<file path="src/logic/axrc_pkg.sv">
package axrc_pkg;

    // ==========================================================
    // Register offsets.
    localparam logic [7:0] OFS_RESET_CFG = 8'h05;
    localparam logic [7:0] OFS_UDMA_CFG = 8'h06;
    localparam logic [7:0] OFS_PIO_CFG = 8'h07;
    localparam logic [7:0] OFS_STATUS = 8'h10;
    localparam logic [7:0] OFS_MODE = 8'h11;

    // ==========================================================
    // Field positions.
    localparam int BIT_SOFT_RST_EN = 1;
    localparam int BIT_SKIP_PIN_RST = 0;
    localparam int BIT_DISK_UDMA_EN = 7;
    localparam int BIT_PKT_UDMA_EN = 6;
    localparam int BIT_MWDMA_EN = 2;
    localparam int BIT_STAT_BUSY = 7;
    localparam int BIT_STAT_FIRST = 6;

    // Only modes 2, 3 and 4 of the Ultra DMA mask are honoured.
    localparam logic [5:0] UDMA_USABLE = 6'h1c;

    // ==========================================================
    // Reset values.
    localparam logic [1:0] RST_RESET_CFG = 2'h3;
    localparam logic [7:0] RST_UDMA_CFG = 8'hd4;
    localparam logic [2:0] RST_PIO_CFG = 3'h7;

    // ==========================================================
    // Timing.
    localparam int CLK_PERIOD_NS = 40;
    localparam int HW_RST_NS = 25000;
    localparam int HW_RST_CYC = (HW_RST_NS + CLK_PERIOD_NS - 1) / CLK_PERIOD_NS;

    // ==========================================================
    // Types.
    typedef enum logic [1:0] {
        KIND_PIO = 2'b00,
        KIND_MWDMA = 2'b01,
        KIND_UDMA = 2'b10
    } axrc_kind_t;

    typedef enum logic [1:0] {
        ST_IDLE = 2'b00,
        ST_HWRST = 2'b01,
        ST_SOFT = 2'b10,
        ST_SELECT = 2'b11
    } axrc_state_t;

    typedef struct packed {
        logic soft_reset_at_init_en;
        logic skip_pin_reset;
        logic disk_ultra_dma_en;
        logic packet_dev_ultra_dma_en;
        logic [5:0] ultra_dma_mode_mask;
        logic mwdma_en;
        logic [1:0] programmed_io_mode_mask;
    } axrc_cfg_t;

    typedef struct packed {
        logic is_packet;
        logic [5:0] udma_supp;
        logic mwdma_supp;
        logic [1:0] pio_supp;
    } axrc_caps_t;

    typedef struct packed {
        axrc_kind_t kind;
        logic [2:0] udma_mode;
        logic [2:0] pio_mode;
    } axrc_mode_t;

endpackage : axrc_pkg

</file>
<file path="src/logic/axrc_mode_sel.sv">
`timescale 1ns/1ps
`default_nettype none

module axrc_mode_sel (
    // Configuration and drive capabilities.
    input wire axrc_pkg::axrc_cfg_t cfg,
    input wire axrc_pkg::axrc_caps_t caps,
    // Chosen transfer method.
    output axrc_pkg::axrc_mode_t mode
);

    // ==========================================================
    // Highest Ultra DMA mode in a mask, 2 to 4.
    function automatic logic [2:0] top_udma(input logic [5:0] m);
        logic [2:0] r;
        r = 3'h2;
        if (m[4]) begin
            r = 3'h4;
        end else if (m[3]) begin
            r = 3'h3;
        end
        return r;
    endfunction : top_udma

    // Highest PIO mode; mode 0 needs no bit.
    function automatic logic [2:0] top_pio(input logic [1:0] m);
        logic [2:0] r;
        r = 3'h0;
        if (m[1]) begin
            r = 3'h4;
        end else if (m[0]) begin
            r = 3'h3;
        end
        return r;
    endfunction : top_pio

    logic [5:0] udma_ok;
    logic udma_allowed;

    always_comb begin
        udma_ok = cfg.ultra_dma_mode_mask & caps.udma_supp & axrc_pkg::UDMA_USABLE;
        udma_allowed = caps.is_packet ? cfg.packet_dev_ultra_dma_en
                                      : cfg.disk_ultra_dma_en;
        mode.udma_mode = top_udma(udma_ok);
        mode.pio_mode = top_pio(cfg.programmed_io_mode_mask & caps.pio_supp);
        if (udma_allowed && (udma_ok != 6'h00)) begin
            mode.kind = axrc_pkg::KIND_UDMA;
        end else if (cfg.mwdma_en && caps.mwdma_supp) begin
            mode.kind = axrc_pkg::KIND_MWDMA;
        end else begin
            mode.kind = axrc_pkg::KIND_PIO;
        end
    end

endmodule : axrc_mode_sel

`default_nettype wire

</file>
<file path="src/logic/axrc_top.sv">
// Summary of operation
// - Issue a soft reset during drive init only when its enable bit is one.
// - Skip bit set: pulse drive reset pin only on first init after chip reset.
// - Disk drive with Ultra DMA enabled and supported uses Ultra DMA.
// - Packet drive with Ultra DMA enabled and supported uses Ultra DMA.
// - Run the highest Ultra DMA mode 2..4 both enabled and supported.
// - Use multiword DMA when enabled and supported by the drive and Ultra DMA is not chosen.
// - Run the highest PIO mode 3 or 4 both enabled and supported.
// - PIO mode 0 is always available as the fallback.
`timescale 1ns/1ps
`default_nettype none

module axrc_top #(
    parameter int HW_RST_CYC = axrc_pkg::HW_RST_CYC
) (
    // Clock and reset.
    input wire logic mclk,
    input wire logic srst,
    // Register port.
    input wire logic [7:0] addr,
    input wire logic [7:0] wr_data,
    input wire logic wr_stb,
    input wire logic rd_stb,
    output logic [7:0] rd_data,
    // Initialization request and drive capabilities.
    input wire logic init_req,
    input wire axrc_pkg::axrc_caps_t drive_caps,
    // Drive reset controls.
    output logic drive_hw_reset_n,
    output logic soft_reset_pulse,
    // Result.
    output logic init_busy,
    output logic init_done,
    output axrc_pkg::axrc_mode_t xfer_mode
);

    // ==========================================================
    // Configuration registers.
    axrc_pkg::axrc_cfg_t cfg_r, cfg_nxt;
    logic [7:0] rd_data_r, rd_data_nxt;

    always_comb begin
        cfg_nxt = cfg_r;
        if (wr_stb) begin
            unique case (addr)
                axrc_pkg::OFS_RESET_CFG: begin
                    cfg_nxt.soft_reset_at_init_en = wr_data[axrc_pkg::BIT_SOFT_RST_EN];
                    cfg_nxt.skip_pin_reset = wr_data[axrc_pkg::BIT_SKIP_PIN_RST];
                end
                axrc_pkg::OFS_UDMA_CFG: begin
                    cfg_nxt.disk_ultra_dma_en = wr_data[axrc_pkg::BIT_DISK_UDMA_EN];
                    cfg_nxt.packet_dev_ultra_dma_en = wr_data[axrc_pkg::BIT_PKT_UDMA_EN];
                    cfg_nxt.ultra_dma_mode_mask = wr_data[5:0];
                end
                axrc_pkg::OFS_PIO_CFG: begin
                    cfg_nxt.mwdma_en = wr_data[axrc_pkg::BIT_MWDMA_EN];
                    cfg_nxt.programmed_io_mode_mask = wr_data[1:0];
                end
                default: begin
                end
            endcase
        end
    end

    // ==========================================================
    // Initialization sequencer.
    localparam int CW = $clog2(HW_RST_CYC + 1);

    axrc_pkg::axrc_state_t state_r, state_nxt;
    logic [CW-1:0] cnt_r, cnt_nxt;
    logic first_init_r, first_init_nxt;
    logic hw_rst_n_r, hw_rst_n_nxt;
    logic soft_r, soft_nxt;
    logic busy_r, busy_nxt;
    logic done_r, done_nxt;
    axrc_pkg::axrc_mode_t mode_r, mode_nxt;
    axrc_pkg::axrc_mode_t mode_pick;

    axrc_mode_sel u_sel (
        .cfg(cfg_r),
        .caps(drive_caps),
        .mode(mode_pick)
    );

    always_comb begin
        state_nxt = state_r;
        cnt_nxt = cnt_r;
        first_init_nxt = first_init_r;
        hw_rst_n_nxt = hw_rst_n_r;
        soft_nxt = 1'b0;
        busy_nxt = busy_r;
        done_nxt = 1'b0;
        mode_nxt = mode_r;
        unique case (state_r)
            axrc_pkg::ST_IDLE: begin
                if (init_req) begin
                    busy_nxt = 1'b1;
                    first_init_nxt = 1'b0;
                    if (first_init_r || !cfg_r.skip_pin_reset) begin
                        state_nxt = axrc_pkg::ST_HWRST;
                        hw_rst_n_nxt = 1'b0;
                        cnt_nxt = CW'(HW_RST_CYC - 1);
                    end else begin
                        state_nxt = axrc_pkg::ST_SOFT;
                    end
                end
            end
            axrc_pkg::ST_HWRST: begin
                if (cnt_r == '0) begin
                    hw_rst_n_nxt = 1'b1;
                    state_nxt = axrc_pkg::ST_SOFT;
                end else begin
                    cnt_nxt = cnt_r - 1'b1;
                end
            end
            axrc_pkg::ST_SOFT: begin
                soft_nxt = cfg_r.soft_reset_at_init_en;
                state_nxt = axrc_pkg::ST_SELECT;
            end
            axrc_pkg::ST_SELECT: begin
                mode_nxt = mode_pick;
                done_nxt = 1'b1;
                busy_nxt = 1'b0;
                state_nxt = axrc_pkg::ST_IDLE;
            end
        endcase
    end

    // ==========================================================
    // Register read.
    always_comb begin
        rd_data_nxt = 8'h00;
        if (rd_stb) begin
            unique case (addr)
                axrc_pkg::OFS_RESET_CFG: begin
                    rd_data_nxt = {6'h00, cfg_r.soft_reset_at_init_en, cfg_r.skip_pin_reset};
                end
                axrc_pkg::OFS_UDMA_CFG: begin
                    rd_data_nxt = {cfg_r.disk_ultra_dma_en, cfg_r.packet_dev_ultra_dma_en,
                                   cfg_r.ultra_dma_mode_mask};
                end
                axrc_pkg::OFS_PIO_CFG: begin
                    rd_data_nxt = {5'h00, cfg_r.mwdma_en, cfg_r.programmed_io_mode_mask};
                end
                axrc_pkg::OFS_STATUS: begin
                    rd_data_nxt[axrc_pkg::BIT_STAT_BUSY] = busy_r;
                    rd_data_nxt[axrc_pkg::BIT_STAT_FIRST] = first_init_r;
                    rd_data_nxt[1:0] = mode_r.kind;
                end
                axrc_pkg::OFS_MODE: begin
                    rd_data_nxt = {1'b0, mode_r.udma_mode, 1'b0, mode_r.pio_mode};
                end
                default: begin
                end
            endcase
        end
    end

    // ==========================================================
    // State registers.
    always_ff @(posedge mclk) begin
        if (srst) begin
            cfg_r.soft_reset_at_init_en <= axrc_pkg::RST_RESET_CFG[axrc_pkg::BIT_SOFT_RST_EN];
            cfg_r.skip_pin_reset <= axrc_pkg::RST_RESET_CFG[axrc_pkg::BIT_SKIP_PIN_RST];
            cfg_r.disk_ultra_dma_en <= axrc_pkg::RST_UDMA_CFG[axrc_pkg::BIT_DISK_UDMA_EN];
            cfg_r.packet_dev_ultra_dma_en <= axrc_pkg::RST_UDMA_CFG[axrc_pkg::BIT_PKT_UDMA_EN];
            cfg_r.ultra_dma_mode_mask <= axrc_pkg::RST_UDMA_CFG[5:0];
            cfg_r.mwdma_en <= axrc_pkg::RST_PIO_CFG[axrc_pkg::BIT_MWDMA_EN];
            cfg_r.programmed_io_mode_mask <= axrc_pkg::RST_PIO_CFG[1:0];
            state_r <= axrc_pkg::ST_IDLE;
            cnt_r <= '0;
            first_init_r <= 1'b1;
            hw_rst_n_r <= 1'b1;
            soft_r <= 1'b0;
            busy_r <= 1'b0;
            done_r <= 1'b0;
            mode_r <= '0;
            rd_data_r <= 8'h00;
        end else begin
            cfg_r <= cfg_nxt;
            state_r <= state_nxt;
            cnt_r <= cnt_nxt;
            first_init_r <= first_init_nxt;
            hw_rst_n_r <= hw_rst_n_nxt;
            soft_r <= soft_nxt;
            busy_r <= busy_nxt;
            done_r <= done_nxt;
            mode_r <= mode_nxt;
            rd_data_r <= rd_data_nxt;
        end
    end

    assign rd_data = rd_data_r;
    assign drive_hw_reset_n = hw_rst_n_r;
    assign soft_reset_pulse = soft_r;
    assign init_busy = busy_r;
    assign init_done = done_r;
    assign xfer_mode = mode_r;
endmodule : axrc_top

`default_nettype wire

</file>
<file path="config.mk">
export PLATFORM = sky130hd
export DESIGN_NAME = axrc_top
export DESIGN_NICKNAME = d
export VERILOG_FILES = /design/src/logic/axrc_pkg.sv /design/src/logic/axrc_mode_sel.sv /design/src/logic/axrc_top.sv
export SDC_FILE = /design/constraint.sdc
export NUM_CORES = 1
export LEC_CHECK = 0
export ABC_AREA = 1
export BUFFER_PORTS_ARGS = -buffer_cell sky130_fd_sc_hd__buf_2
export CORE_MARGIN = 4
export CORE_UTILIZATION = 54
export DETAILED_ROUTE_END_ITERATION = 10
export GPL_TIMING_DRIVEN = 0
export PLACE_DENSITY = 0.79
export SYNTH_ARGS = -nofsm -noshare
export SYNTH_HDL_FRONTEND = slang
export SYNTH_HIERARCHICAL = 1
export SYNTH_SLANG_ARGS = --single-unit
</file>
<file path="constraint.sdc">
create_clock -name mclk -period 1.8 [get_ports mclk]
set_clock_uncertainty 0.1 [all_clocks]
set_input_delay 0.09 -clock mclk [delete_from_list [all_inputs] [get_ports mclk]]
set_output_delay 0.09 -clock mclk [all_outputs]
set_load 0.02 [all_outputs]
</file>
Yosys cells after proc, flatten, opt, wreduce, memory -nomap -nowiden --
Cells that the tools add are included.
Cells by class: add/subtract/negate cells 1, eq/ne operators 12, muxes and demuxes 25, bitwise gates (word level) 4, reductions and logical operators 19
Operator list (number):
- 10-bit 2-to-1 mux | 3
- 8-bit by 3-bit equality test with 1-bit output, second input constant | 3
- 10-bit one-hot mux with 2 select lines | 1
- 8-bit by 5-bit equality test with 1-bit output, second input constant | 2
- 4-bit one-hot mux with 3 select lines | 1
- 2-bit AND reduction | 6
- 10-bit logical NOT | 1
- 2-bit 2-to-1 mux | 5
- 2-bit one-hot mux with 5 select lines | 1
- 10-bit by 1-bit subtractor with 10-bit output, second input constant | 1
- 1-bit 2-to-1 mux | 8
- 2-bit != test, second input constant | 4
- 2-bit one-hot mux with 4 select lines | 1
- 4-bit AND reduction | 2
- 3-bit 2-to-1 mux | 2
- 2-bit one-hot mux with 3 select lines | 1
- 6-bit nonzero test | 1
- 5-bit bitwise AND | 1
- 2-bit equality test, second input constant | 2
- 1-bit one-hot mux with 2 select lines | 2
- 2-bit nonzero test | 2
- 2-bit OR reduction | 2
- 2-bit bitwise AND | 1
- 2-bit by 1-bit equality test with 1-bit output, second input constant | 1
- 5 further kinds | 7
Storage, ports and cells: register bits 46, output and inout bits 20, word-level logic and storage cells 79

Logic depth before layout (Yosys ltp) --
depth after elaboration 5, gate-level depth with buffers 10, gate-level depth less buffers 10

Modules after synthesis --
The synthesis kept the hierarchy.
By module, submodules not included:
- axrc_top | instances 1, cells each 323, area each 2228.4 um^2, sequential area each 920.9 um^2
- axrc_mode_sel | instances 1, cells each 19, area each 93.8 um^2, sequential area each 0.0 um^2

Worst setup path before layout --
Ideal clock, no wire load.
kind register to register, start point register cnt_r[0], end point register cnt_r[7], data arrival time 1268 ps, data required time 1565 ps, setup slack 297 ps, cell stages (with the launch flop) 11, buffers on the path 1, period minus slack after synthesis 1503 ps, cell sequence dfxtp_1 inv_1 ha_1 nand2_2 nor2_4 nand3_2 nand2_2 buf_6 nor2_1 nor2_1 nor2_1
On the way: cells in the longest elaborated chain, start to end 3, elaborated cells on any way between the ends 6, those cells by class add/sub: 1; eq/ne: 1; mux: 2; reduce/logical: 2
Ends and longest elaborated chain:
- from (decl) | line axrc_top.sv:70 | logic [CW-1:0] cnt_r, cnt_nxt;
- from (signal assigned) | line axrc_top.sv:182 | cnt_r <= cnt_nxt;
- 10-bit by 1-bit subtractor with 10-bit output or 10-bit logical NOT (tied branches) | line axrc_top.sv:113, axrc_top.sv:109
- 10-bit 2-to-1 mux or 2-bit != test (tied branches)
- 10-bit one-hot mux with 2 select lines or 4-bit AND reduction (tied branches)
Parallel ways exist; a longest one is shown, timed or not. The select of a mux whose other input is x is not followed. A chain may end at the register's enable or synchronous reset.

Worst setup path after layout --
start point register state_r[0], end point register cnt_r[5]
On the way: cells in the longest elaborated chain, start to end 3, elaborated cells on any way between the ends 8, those cells by class eq/ne: 4; mux: 1; reduce/logical: 3
Ends and longest elaborated chain:
- from (decl) | line axrc_top.sv:69 | axrc_pkg::axrc_state_t state_r, state_nxt;
- from (signal assigned) | line axrc_top.sv:170 | state_r <= axrc_pkg::ST_IDLE;
- from (signal assigned) | line axrc_top.sv:181 | state_r <= state_nxt;
- 2-bit by 1-bit equality test with 1-bit output or 2-bit logical NOT (tied branches) | line axrc_top.sv:94 | unique case (state_r)
- 2-bit != test (no source line) or 2-bit nonzero test (tied branches)
- 4-bit AND reduction (no source line)
Parallel ways exist; a longest one is shown, timed or not.

==> results.md <==
- Required time at the endpoint of the critical path: between 1500 and 2000 ps
- Placed wire-length estimate: 4130 um
- Nature of the critical path startpoint: flop
- Maximum fanout encountered on the critical timing path: 6
- GRT Overall Usage: 0.223
- Bufs on Longest Clock Path: 2
- Leakage power: 1.45 nW
- Tightest slew margin relative to the limit: 0.552
- Count of flip-flops with a built-in enable after synthesis: 0
- Clock network fraction of design power: 0.262
- Top FF cell, synth: sky130_fd_sc_hd__dfxtp_1
- Insertion delay of the later-clocked pin in the worst-skew pair: about 310 ps
- Port Buf Inserts: 47
- Number of detailed-routing iterations run before antenna repair: 5
- Worst Reg2Reg Path Length in Cells: 8
- Top-Level Pins: 51
- Basic-gate share of the synthesized area counting and, or, nand and nor cells: 0.385
- Total congestion overflow: 0
- Number of pins with negative max-slew slack in the final report: 0
- Crit path capture type: flop
- Combined area of the multi-input logic cells: 0.00123 sq mm
- CTS clock-pin slew for the worst setup and hold paths: 100 ps
- First-pass GRT wire length: 9430 um
- Launch point of the worst reg-to-reg path: state_r[0]$_SDFFE_PP0P_
- Largest family of logic cells by synthesized area: simple AND/OR/NAND/NOR gates
- Residual antenna-violating net count after detailed routing: 0
- Final wirelength: 5910 um
- FMAX: 597 MHz
- Number of design rule violations left after detail routing: 0
- Distinct cells, synth: 31
- Core Region: 0.00409 sq mm
- Routability Congestion: roughly 0.85
- Net count after synthesis: 379
- Die Y: around 74 um
- Number of global-route vias before repair: 2088
- Starting density of the core: 0.568
- Max-cap violations: 0
- Number of warnings issued by yosys: 6
- Sw Share: 0.377
- Detailed Route Iter0 Violations: approximately 160
- Post-synthesis adder-cell area fraction: 0.0323
- Most used cell along the critical path: sky130_fd_sc_hd__inv_1
- Ratio of total power to cell area: 1270 mW/mm^2
- Combinational Power Share: 0.393
- Final #Nets: approximately 440
- Via count: roughly 2400
- Via count normalized by instance count: around 5.2
- Reg2Reg Setup Slack: 130 ps
- Die Area: 0.00541 sq mm
- Share of the cycle needed by the critical path after routing: 0.930
- Complex-gate fraction of the synthesized area: 0.105
- Clock sink count: 46
- XOR/XNOR share of the synthesized area: 0.00377
- Post-CTS setup buffer count: 0
- Growth of design area from synthesis to finish: 24.4%
- Minimum hold slack: 33.4 ps
- Ant diodes: 0
- Type of the worst setup path: flop to flop
- Slew at the pin closest to its max-slew limit: 672 ps
- Status: complete, no violations
- Final setup violation count: 0
- Initial antenna violation count: 0
- Total negative slack for setup checks: 0 ps
- Number of buffers inserted during clock tree synthesis: 5
- Async set-or-reset flop fraction in the synthesized netlist: 0
- Timing endpoint of the critical path: cnt_r[5]$_SDFFE_PP0P_
- Origin of the worst setup path: state_r[0]$_SDFFE_PP0P_
- Post-synthesis mux area share: 0
- Post-synthesis cell count: between 300 and 400
- Seq pwr share: 0.345
- Sequential cell area in the final layout: ~920 sq um
- Slowest stage cell, crit path: sky130_fd_sc_hd__dfxtp_1
- Die Width: 73.6 um
- Net Sw Power: 1.38 mW
- Proportion of layout cells with a drive suffix above 1: 0.213
- Mean Syn Cell Area: ~6.8 sq um
- Data arrival time at the worst-slack endpoint: 1800 ps
- Deepest level of the CTS H-tree: 2
- Max incr delay on CP: between 300 and 400 ps
- DR WL/cell: about 13 um
- Peak ir drop on the vdd network: a little under 0.6 mV
- Post-synthesis instance area: 0.00232 sq mm
- Internal power consumption: 2.28 mW
- Cells traversed along the worst timing path: inv_1, ha_2, nand3_1, o21ai_4, nand2_2, inv_1, nand2_1, a21oi_2
- Largest net degree at the start of global routing: 15
- Hold Fails Final Rpt: 0
- Row Count: 23
- Buffer type at the clock tree root: sky130_fd_sc_hd__clkbuf_8
- Worst min path class: input port to flop
- Sequential fraction of the synthesis area: 0.397
- Fill cells: 346
- Worst r2r dst: cnt_r[5]$_SDFFE_PP0P_
- Post-layout util: 0.707
- Synth Register Bits: 46
- Minimum clock period: ~1700 ps
- CTS tree: built
cells in the final DEF, fill, tap and decap left out, drive strengths merged, types with 2 or more instances in the layout:
cell | netlist | final
a21oi | 17 | 17
or2 | 2 | 2
inv | 35 | 36
nor2 | 59 | 59
o21ai | 19 | 19
dfxtp | 46 | 46
nand4 | 2 | 2
buf | 4 | 50
nand3 | 44 | 44
clkbuf | 4 | 11
ha | 6 | 6
nor3 | 4 | 4
nand2 | 91 | 91
bufinv | 0 | 2
dlygate4sd3 | 0 | 11
o211ai | 2 | 2
worst min-delay path by stage:
stage                        startpoint                        end  slack (ps)  cells past startpoint
after global routing      drive_caps[7]  xfer_mode[4]$_SDFFE_PP0P_          30                      4
final                     drive_caps[7]  xfer_mode[4]$_SDFFE_PP0P_          30                      4
after global placement       wr_data[4]      cfg_r[7]$_SDFFE_PP1P_         200                      3
after detailed placement     wr_data[7]     cfg_r[10]$_SDFFE_PP1P_         210                      3
after CTS                 drive_caps[7]  xfer_mode[4]$_SDFFE_PP0P_          20                      4
after floorplan                    srst      cnt_r[9]$_SDFFE_PP0P_          50                      1
cell usage after synthesis, types with 3 or more instances:
| cell type | number | area, sq um |
|---|---|---|
| sky130_fd_sc_hd__o21ai_0 | 17 | 85.1 |
| sky130_fd_sc_hd__nand2_2 | 6 | 37.5 |
| sky130_fd_sc_hd__dfxtp_1 | 46 | 921 |
| sky130_fd_sc_hd__a21oi_2 | 8 | 70.1 |
| sky130_fd_sc_hd__nor3_1 | 3 | 15.0 |
| sky130_fd_sc_hd__nand2_1 | 85 | 319 |
| sky130_fd_sc_hd__a21oi_1 | 9 | 45.0 |
| sky130_fd_sc_hd__nor2_1 | 57 | 214 |
| sky130_fd_sc_hd__inv_1 | 34 | 128 |
| sky130_fd_sc_hd__clkbuf_1 | 4 | 15.0 |
| sky130_fd_sc_hd__nand3_1 | 42 | 210 |
| sky130_fd_sc_hd__ha_1 | 6 | 75.1 |
critical path, delay by kind of cell, from the launching register on:
kind            cells  cell delay, ps
fa+ha+maj           1             260
buf+inv             2             290
flops               1             360
simple gates        3             330
compound gates      2             240
sequential cells by signal, indices dropped and copies added (netlist names), 2 cells and up:
| signal | cells |
|---|---|
| cfg_r | 13 |
| cnt_r | 10 |
| rd_data | 8 |
| state_r | 2 |
| xfer_mode | 8 |
cell families after synthesis:
| group | after synthesis |
|---|---|
| adders and majority gates | 6 |
| xor gates and xnor gates | 1 |
| AOI/OAI and AO/OA | 40 |
| buffers and inverters | 44 |
| DFF | 46 |
| and+or+nand+nor | 205 |
what timing repair did:
item                                    4_1_cts  5_1_grt
endpoints found under the setup margin        0       16
hold endpoints to repair                     19        0
hold buffers                                 11        0
gates resized for setup                       0        7
power by group through the flow:
stage	sequential (mW)	clock, mW	combinational, mW
finish	1.27	0.959	1.44
global route	1.29	1.02	1.62
CTS	1.26	0.970	1.38
detailed placement	1.28	0	1.34
global placement	1.28	0	1.31
floorplan	1.31	0	1.03
through the flow:
stage                     std cells  cell area [sq um]  total power, mW  setup WS, ps
after CTS                       458               2870             3.61          81.4
after global routing            458               2890             3.93        -0.762
after floorplan                 342               2320             2.34           297
final                           458               2890             3.66           126
after global placement          439               2620             2.60           132
after detailed placement        439               2620             2.62           118
routing by layer:
metal | GRT usage | vias to the layer above | wire length [um]
met5 | 0 | - | 0
met4 | 0.0885 | 0 | 88
met3 | 0.0670 | 10 | 443
met2 | 0.321 | 95 | 2550
met1 | 0.311 | 1065 | 2840
li1 | - | 1214 | -
final cells by class:
cell class                 count  area share
sequential                    46       0.319
clock buffer                   6      0.0286
tap                           50      0.0217
multi-input combinational    252       0.428
clock inverter                 2      0.0208
buffer                         8      0.0160
timing repair buffer          58       0.120
inverter                      36      0.0468
Note: power is estimated with default switching activity, not from simulation.
